## config.mk

```make
export PLATFORM = sky130hd
export DESIGN_NAME = opc_top
export DESIGN_NICKNAME = d
export VERILOG_FILES = /design/src/opc_skid.v /design/src/opc_top.v
export VERILOG_INCLUDE_DIRS = /design/src /design/src/src
export SDC_FILE = /design/constraint.sdc
export NUM_CORES = 1
export LEC_CHECK = 0
export BUFFER_PORTS_ARGS = -buffer_cell sky130_fd_sc_hd__buf_2
export CORE_UTILIZATION = 25
export DETAILED_ROUTE_END_ITERATION = 8
export GPL_TIMING_DRIVEN = 0
export PLACE_DENSITY = 0.52
export SYNTH_ARGS = -nofsm -noshare
export SYNTH_HDL_FRONTEND = slang
export SYNTH_HIERARCHICAL = 1
export SYNTH_SLANG_ARGS = --single-unit
export TNS_END_PERCENT = 20
```

## constraint.sdc

```tcl
create_clock -name aclk -period 14.1 [get_ports aclk]
set_input_delay 1.41 -clock aclk [delete_from_list [all_inputs] [get_ports aclk]]
set_output_delay 1.41 -clock aclk [all_outputs]
set_load 0.02 [all_outputs]
```

## src/opc_defines.vh

```
`ifndef OPC_DEFINES_VH
`define OPC_DEFINES_VH
// Register indices; the bus byte address is four times the index.
`define OPC_ADDR_PAT_LO 8'h51
`define OPC_ADDR_PAT_HI 8'h52
`define OPC_ADDR_CORR 8'h53
`define OPC_ADDR_TPAT 8'h62
`define OPC_ADDR_PED 8'h63
`define OPC_ADDR_CTRL 8'h70
`define OPC_ADDR_STAT 8'h74
// Field positions.
`define OPC_PED_MSB 5
`define OPC_PED_LSB 3
`define OPC_PLO_MSB 7
`define OPC_PLO_LSB 3
`define OPC_PHI_MSB 5
`define OPC_PHI_LSB 0
`define OPC_CORR_EN_BIT 6
`define OPC_TPAT_CUSTOM 3'h5
// Reset values.
`define OPC_RST_REG 8'h00
`define OPC_MIDCODE 11'h400
// Output clock half period in sample clocks (the period is twice this).
`define OPC_HALF_CYC 2'h2
`endif

```

## src/opc_skid.v

```verilog
`timescale 1ns/1ps
`default_nettype none
// Two-entry buffer for sample words; drains only when the serializer is ready.
module opc_skid (
  input wire aclk,
  input wire aresetn,
  input wire [23:0] in_data,
  input wire in_valid,
  output wire in_ready,
  output wire [23:0] out_data,
  output wire out_valid,
  input wire out_ready
);
  reg [23:0] mem_r [0:1];
  reg wp_r;
  reg rp_r;
  reg [1:0] cnt_r;
  wire push = in_valid && (cnt_r != 2'h2);
  wire pop = out_ready && (cnt_r != 2'h0);
  assign in_ready = (cnt_r != 2'h2);
  assign out_valid = (cnt_r != 2'h0);
  assign out_data = mem_r[rp_r];
  // Pointers and occupancy; a full buffer refuses new words rather than overwrite.
  always @(posedge aclk) begin
    if (!aresetn) begin
      wp_r <= 1'b0;
      rp_r <= 1'b0;
      cnt_r <= 2'h0;
    end else begin
      if (push) begin
        mem_r[wp_r] <= in_data;
        wp_r <= ~wp_r;
      end
      if (pop)
        rp_r <= ~rp_r;
      cnt_r <= cnt_r + {1'b0, push} - {1'b0, pop};
    end
  end
endmodule // opc_skid
`default_nettype wire

```

## src/opc_top.v

```verilog
// The AXI4-Lite interface to the registers was left to the implementer.
`timescale 1ns/1ps
`default_nettype none
`include "opc_defines.vh"
module opc_top (
  input wire aclk,
  input wire aresetn,
  input wire [31:0] s_axi_awaddr,
  input wire s_axi_awvalid,
  output reg s_axi_awready,
  input wire [31:0] s_axi_wdata,
  input wire [3:0] s_axi_wstrb,
  input wire s_axi_wvalid,
  output reg s_axi_wready,
  output reg [1:0] s_axi_bresp,
  output reg s_axi_bvalid,
  input wire s_axi_bready,
  input wire [31:0] s_axi_araddr,
  input wire s_axi_arvalid,
  output reg s_axi_arready,
  output reg [31:0] s_axi_rdata,
  output reg [1:0] s_axi_rresp,
  output reg s_axi_rvalid,
  input wire s_axi_rready,
  input wire [10:0] adc_a_raw,
  input wire [10:0] adc_b_raw,
  input wire sample_valid,
  input wire common_ctrl,
  output reg output_clock_true,
  output reg [5:0] lvds_a_data,
  output reg [5:0] lvds_b_data
);
  reg [7:0] pat_lo_r;
  reg [7:0] pat_hi_r;
  reg [7:0] corr_r;
  reg [7:0] tpat_r;
  reg [7:0] converged_target_trim_a_r;
  reg [7:0] ctrl_r;
  reg [10:0] offset_a_r;
  reg [10:0] offset_b_r;
  reg [10:0] out_a_r;
  reg [10:0] out_b_r;
  reg aw_got_r;
  reg w_got_r;
  reg [7:0] aw_addr_r;
  reg [31:0] w_data_r;
  reg [3:0] w_strb_r;
  reg [1:0] ph_r;
  reg [23:0] cur_r;
  reg cur_valid_r;
  wire [5:0] even_a;
  wire [5:0] odd_a;
  wire [5:0] even_b;
  wire [5:0] odd_b;
  wire [11:0] pat_word;
  wire signed [11:0] trim;
  wire [10:0] target;
  wire [10:0] pre_a;
  wire [10:0] pre_b;
  wire [23:0] fifo_out;
  wire fifo_valid;
  wire fifo_in_ready;
  wire load_cur;
  wire custom_on;
  wire corr_on;

  // Custom pattern word: dummy bit zero, then five low then six high pattern bits.
  assign pat_word = {pat_hi_r[`OPC_PHI_MSB:`OPC_PHI_LSB],
    pat_lo_r[`OPC_PLO_MSB:`OPC_PLO_LSB], 1'b0};
  assign custom_on = (tpat_r[2:0] == `OPC_TPAT_CUSTOM);
  assign corr_on = corr_r[`OPC_CORR_EN_BIT];
  // Sign-extend the trim field and add it to mid-code.
  assign trim = {{9{converged_target_trim_a_r[`OPC_PED_MSB]}},
    converged_target_trim_a_r[`OPC_PED_MSB:`OPC_PED_LSB]};
  assign target = `OPC_MIDCODE + trim[10:0];
  // Corrected codes; the offset estimate is frozen while correction is off.
  assign pre_a = corr_on ? (adc_a_raw - offset_a_r + target) : adc_a_raw;
  assign pre_b = (corr_on && common_ctrl) ? (adc_b_raw - offset_b_r + target)
    : adc_b_raw;

  // Offset loop: first-order tracker nudging the A estimate, and the B estimate while common_ctrl is set, by one LSB per sample.
  always @(posedge aclk) begin
    if (!aresetn) begin
      offset_a_r <= `OPC_MIDCODE;
      offset_b_r <= `OPC_MIDCODE;
    end else if (corr_on && sample_valid) begin
      if (pre_a > target)
        offset_a_r <= offset_a_r + 11'h001;
      else if (pre_a < target)
        offset_a_r <= offset_a_r - 11'h001;
      if (common_ctrl && pre_b > target)
        offset_b_r <= offset_b_r + 11'h001;
      else if (common_ctrl && pre_b < target)
        offset_b_r <= offset_b_r - 11'h001;
    end
  end

  // Output word selection per channel.
  always @(posedge aclk) begin
    if (!aresetn) begin
      out_a_r <= 11'h000;
      out_b_r <= 11'h000;
    end else begin
      out_a_r <= custom_on ? pat_word[11:1] : pre_a;
      out_b_r <= custom_on ? pat_word[11:1] : pre_b;
    end
  end

  opc_skid opc_skid_inst (
    .aclk(aclk),
    .aresetn(aresetn),
    .in_data({out_b_r, 1'b0, out_a_r, 1'b0}),
    .in_valid(sample_valid),
    .in_ready(fifo_in_ready),
    .out_data(fifo_out),
    .out_valid(fifo_valid),
    .out_ready(load_cur)
  );

  // A new word is taken at the start of each output clock period.
  assign load_cur = (ph_r == 2'h3) || !cur_valid_r;

  // Split the current word into its even and odd bit lanes, one pass per bit pair.
  genvar gi;
  generate
    for (gi = 0; gi < 6; gi = gi + 1) begin : g_lane
      assign even_a[gi] = cur_r[2 * gi];
      assign odd_a[gi] = cur_r[2 * gi + 1];
      assign even_b[gi] = cur_r[12 + 2 * gi];
      assign odd_b[gi] = cur_r[13 + 2 * gi];
    end
  endgenerate

  // Serializer: ph 0/1 clock high with even bits, ph 2/3 low with odd bits.
  // Each half stands two aclk cycles so a slow capture clock sees both bits.
  always @(posedge aclk) begin
    if (!aresetn) begin
      ph_r <= 2'h0;
      cur_r <= 24'h000000;
      cur_valid_r <= 1'b0;
      output_clock_true <= 1'b0;
      lvds_a_data <= 6'h00;
      lvds_b_data <= 6'h00;
    end else begin
      ph_r <= ph_r + 2'h1;
      // An empty buffer keeps the old word, so no unwritten entry reaches the pins.
      if (load_cur) begin
        if (fifo_valid)
          cur_r <= fifo_out;
        cur_valid_r <= fifo_valid;
      end
      output_clock_true <= (ph_r[1] == 1'b0) ? 1'b1 : 1'b0;
      if (ph_r[1] == 1'b0) begin
        lvds_a_data <= even_a;
        lvds_b_data <= even_b;
      end else begin
        lvds_a_data <= odd_a;
        lvds_b_data <= odd_b;
      end
    end
  end

  // AXI4-Lite write: address and data taken in either order, response after both.
  always @(posedge aclk) begin
    if (!aresetn) begin
      s_axi_awready <= 1'b0;
      s_axi_wready <= 1'b0;
      s_axi_bvalid <= 1'b0;
      s_axi_bresp <= 2'h0;
      aw_got_r <= 1'b0;
      w_got_r <= 1'b0;
      aw_addr_r <= 8'h00;
      w_data_r <= 32'h00000000;
      w_strb_r <= 4'h0;
      pat_lo_r <= `OPC_RST_REG;
      pat_hi_r <= `OPC_RST_REG;
      corr_r <= `OPC_RST_REG;
      tpat_r <= `OPC_RST_REG;
      converged_target_trim_a_r <= `OPC_RST_REG;
      ctrl_r <= `OPC_RST_REG;
    end else begin
      s_axi_awready <= s_axi_awvalid && !aw_got_r && !s_axi_awready && !s_axi_bvalid;
      s_axi_wready <= s_axi_wvalid && !w_got_r && !s_axi_wready && !s_axi_bvalid;
      if (s_axi_awvalid && s_axi_awready) begin
        aw_got_r <= 1'b1;
        aw_addr_r <= s_axi_awaddr[9:2];
      end
      if (s_axi_wvalid && s_axi_wready) begin
        w_got_r <= 1'b1;
        w_data_r <= s_axi_wdata;
        w_strb_r <= s_axi_wstrb;
      end
      if (aw_got_r && w_got_r && !s_axi_bvalid) begin
        aw_got_r <= 1'b0;
        w_got_r <= 1'b0;
        s_axi_bvalid <= 1'b1;
        s_axi_bresp <= 2'h0;
        if (!w_strb_r[0])
          s_axi_bresp <= 2'h0;
        else if (aw_addr_r == `OPC_ADDR_PAT_LO)
          pat_lo_r <= {w_data_r[7:3], 3'h0};
        else if (aw_addr_r == `OPC_ADDR_PAT_HI)
          pat_hi_r <= {2'h0, w_data_r[5:0]};
        else if (aw_addr_r == `OPC_ADDR_CORR)
          corr_r <= {1'b0, w_data_r[6], 6'h00};
        else if (aw_addr_r == `OPC_ADDR_TPAT)
          tpat_r <= {5'h00, w_data_r[2:0]};
        else if (aw_addr_r == `OPC_ADDR_PED)
          converged_target_trim_a_r <= {2'h0, w_data_r[5:3], 3'h0};
        else if (aw_addr_r == `OPC_ADDR_CTRL)
          ctrl_r <= w_data_r[7:0];
        else
          s_axi_bresp <= 2'h2;
      end else if (s_axi_bvalid && s_axi_bready) begin
        s_axi_bvalid <= 1'b0;
      end
    end
  end

  // AXI4-Lite read; the status word shows the live loop target and the channel A output code.
  always @(posedge aclk) begin
    if (!aresetn) begin
      s_axi_arready <= 1'b0;
      s_axi_rvalid <= 1'b0;
      s_axi_rdata <= 32'h00000000;
      s_axi_rresp <= 2'h0;
    end else begin
      s_axi_arready <= s_axi_arvalid && !s_axi_arready && !s_axi_rvalid;
      if (s_axi_arvalid && s_axi_arready) begin
        s_axi_rvalid <= 1'b1;
        s_axi_rresp <= 2'h0;
        // Word addressed: bits 9:2 carry the register index.
        if (s_axi_araddr[9:2] == `OPC_ADDR_PAT_LO)
          s_axi_rdata <= {24'h000000, pat_lo_r};
        else if (s_axi_araddr[9:2] == `OPC_ADDR_PAT_HI)
          s_axi_rdata <= {24'h000000, pat_hi_r};
        else if (s_axi_araddr[9:2] == `OPC_ADDR_CORR)
          s_axi_rdata <= {24'h000000, corr_r};
        else if (s_axi_araddr[9:2] == `OPC_ADDR_TPAT)
          s_axi_rdata <= {24'h000000, tpat_r};
        else if (s_axi_araddr[9:2] == `OPC_ADDR_PED)
          s_axi_rdata <= {24'h000000, converged_target_trim_a_r};
        else if (s_axi_araddr[9:2] == `OPC_ADDR_CTRL)
          s_axi_rdata <= {24'h000000, ctrl_r};
        else if (s_axi_araddr[9:2] == `OPC_ADDR_STAT)
          s_axi_rdata <= {5'h00, target, 5'h00, out_a_r};
        else begin
          s_axi_rdata <= 32'h00000000;
          s_axi_rresp <= 2'h2;
        end
      end else if (s_axi_rvalid && s_axi_rready) begin
        s_axi_rvalid <= 1'b0;
      end
    end
  end
endmodule // opc_top
`default_nettype wire

```

==> results.cfg <==
[final_layout]
multi_input_area_mm2 = 0.00606
seq_area_mm2 = 0.00456
nets = 1543
fin_util = 0.301
n_fill_cell = 4676
drive_gt1_frac = 0.157
area_growth_pct = 18.9
final_cell_mix = dfxtp_1 (156), nand2_1 (129), a21oi_1 (104), buf_2 (100), nor2_1 (97)
layout_commonest_cell = dfxtp_1

[synthesis]
yosysSeqAreaShare = 0.408
netlist.area_leader.share = 0.279
ys_top_cells_by_area = dfxtp_1 (28%), edfxtp_1 (13%), ha_1 (7.3%)
synthXorXnorAreaFrac = 0.0256
synth-simple-area-share = 0.153
yosys_register_bits = 204
ys_async_sr_fraction = 0
synthMuxAreaShare = 0.0902
synth_top_family_by_area = compound AO/OA/AOI/OAI gates
syn_avg_cell_area_um2 = 9.45
netlist_area_mm2 = 0.0112
syn_inst = 1185
synth_fa_ha_area_frac = 0.112
synth_ff_type = dfxtp_1
synth-edff-count = 48
ys_types = 76
synth_compound_area_frac = 0.154
yosys.area.top_type = dfxtp_1
yosys_warnings = 6

[critical_path]
cp_max_fo = 10
critPathRequiredTime_ns = 14.52
critPathKind = in2reg
rrSetupSlack_ns = 6.66
arrival_ns = 7.88
reg2reg_to = offset_a_r[10]
critPathLaunchType = primary input
cp-end-kind = register
startpoint = adc_a_raw[1]
reg2regPathDepth = 23
r2r_start = converged_target_trim_a_r[3]

[route]
dr.pass1.iters = 9
wl_per_cell_um = 15.9
drt_drc_violations_left = 2
wl_mm = 30.8
first_iter_violations = 407
ant_nets = 0
vias = 8796
vias_per_cell = 4.54

[global_routing]
grt_overflow = 0
grt_usage = 0.136
grt_max_degree = 33
grt_pass1_vias = 8423
grt_pass1_wl_mm = 47.6
antenna_found_initial = 3

[die]
start_util = 0.253
dieWidth_um = 214
core_mm2 = 0.0442
die_area_mm2 = 0.0456
pin_count = 185
die_y_um = 214
rows = 77

[clock_tree]
post_cts_buffers = 0
holdBufCountCts = 0
clockBufferDepth = 3
cts_tree = yes
clk_pin_slew_ns = 0.06
clock_sinks = 204
htreeDepth = 1
cts-root-buf = clkbuf_16
clock_latency_ns = 0.54
cts_resized = 0
cts-buffers-inserted = 24

[timing]
hold_ws_ns = 0.431
rsz0062_at_grt = no
fmax_mhz = 134
maxSlewHeadroom = 0.186
tns_ns = 0
setup_viol = 0
period_minus_slack_ns = 7.46
final_hold_viol_count = 0
tightestPinTransition_ns = 1.22
finClkSkew_ns = 0.0198
slew_viol_final = 0
min_period_over_period = 0.529

[run]
cap_viol_max_count = 0

[place]
hpwl_mm = 24.1
globalplace.congestion = 0.864
io_buffers = 97

[power_and_ir_drop]
p_leak_nw = 5.49
peakVddDrop_mv = 0.0797
power_w = 0.00160
powerDensity_mw_per_mm2 = 120

[worst_hold_path]
min-delay-start = out_b_r[5]
holdCritPathClass = reg2reg
min_to = opc_skid_inst/mem_r[1][18]
holdPathStages = 0

[outcome]
violations = design-rule violations
status = finished, violations left
==> registers in the layout, indices dropped and copies added, names as in the netlist, 2 cells and up, named ones only <==
| name | cells |
|---|---|
| converged_target_trim_a_r | 3 |
| out_b_r | 11 |
| opc_skid_inst/mem_r | 48 |
| out_a_r | 11 |
| offset_a_r | 11 |
| pat_lo_r | 5 |
| offset_b_r | 11 |
| lvds_b_data | 6 |
| opc_skid_inst/cnt_r | 2 |
| s_axi_rdata | 15 |
| lvds_a_data | 6 |
| ph_r | 2 |
| pat_hi_r | 6 |
| cur_r | 24 |
| ctrl_r | 8 |
| tpat_r | 3 |
| w_data_r | 8 |
| aw_addr_r | 8 |
==> layout make-up <==
type,count,share of cell area
inverters,70,0.0197
flip-flops and latches,204,0.343
multi-input cells,858,0.455
diodes,3,0.000564
clock buffers,34,0.0510
repair buffers,99,0.0400
well taps,592,0.0556
plain buffers,68,0.0284
clock inverters,10,0.00705
==> worst max-delay path, stage by stage <==
cell and delay [ns]:
buf_2 0.08, inv_1 0.05, fa_1 0.52, inv_1 0.06
fa_1 0.41, a21o_1 0.19, a311o_1 0.41, o21ai_1 0.25
a211oi_1 0.11, nor4_1 0.47, nand2_1 0.10, ha_1 0.30
and3_1 0.21, nand4_1 0.12, o21ai_1 0.11, o21ai_1 0.75
ha_1 0.43, a211oi_1 0.39, o21ai_1 0.16, and3_1 0.19
a311oi_1 0.55, mux2i_1 0.27, mux2_1 0.33
==> stage by stage <==
| stage | setup WS, ns | instance area (um^2) | std cells |
|---|---|---|---|
| after floorplan | 7.12 | 11300 | 1200 |
| after global placement | 5.54 | 12500 | 1889 |
| after detailed placement | 5.78 | 12500 | 1891 |
| after CTS | 6.28 | 13300 | 1935 |
| after global routing | 6.34 | 13300 | 1937 |
| final | 6.64 | 13300 | 1938 |
==> power by group <==
group	switching, W	internal [W]	total (W)
sequential	0.0000249	0.000652	0.000677
clock	0.000252	0.000357	0.000609
combinational	0.000179	0.000134	0.000313
total	0.000456	0.00114	0.00160
==> layer usage <==
metal | GRT usage | routed length, um | vias up
met3 | 0.0148 | 910 | 47
li1 | - | - | 4453
met2 | 0.235 | 14800 | 144
met5 | 0 | 0 | -
met1 | 0.174 | 14200 | 4152
met4 | 0.0478 | 821 | 0
==> worst max path at each step <==
stage	endpoint
6_report	offset_a_r[10]
4_1_cts	offset_a_r[10]
2_1_floorplan	offset_a_r[10]
5_1_grt	offset_a_r[10]
3_5_place_dp	offset_a_r[10]
3_3_place_gp	offset_a_r[10]
==> cells by family after synthesis <==
logic type | after synthesis
buffers and inverters | 138
flip-flops | 204
XOR/XNOR | 31
other | 1
adder cells (fa/ha/maj) | 87
AO/OA/AOI/OAI | 276
multiplexers | 89
AND/OR/NAND/NOR | 359
==> synthesized netlist by cell type, types with 4 or more instances <==
master / count
o21bai_1: 8
nand2b_1: 11
dfxtp_1: 156
fa_1: 22
ha_1: 65
o21ai_1: 5
a22oi_1: 6
nand3_1: 33
nor2b_1: 10
nand2_1: 129
clkbuf_1: 38
nor3_1: 14
a211oi_1: 16
xor2_1: 9
a41oi_1: 5
o31ai_1: 4
nand4_1: 8
a21oi_1: 104
buf_1: 4
edfxtp_1: 48
o211ai_1: 6
mux2_2: 12
a21o_1: 20
and3_1: 11
mux2i_1: 54
o21ai_0: 48
mux2_4: 20
or3_1: 4
xnor2_1: 21
nor2_1: 98
and2_1: 11
nand3b_1: 6
buf_4: 19
a221oi_1: 5
a31oi_1: 13
o21ba_2: 4
inv_1: 68
No activity file was read; power rests on OpenSTA's default activity.
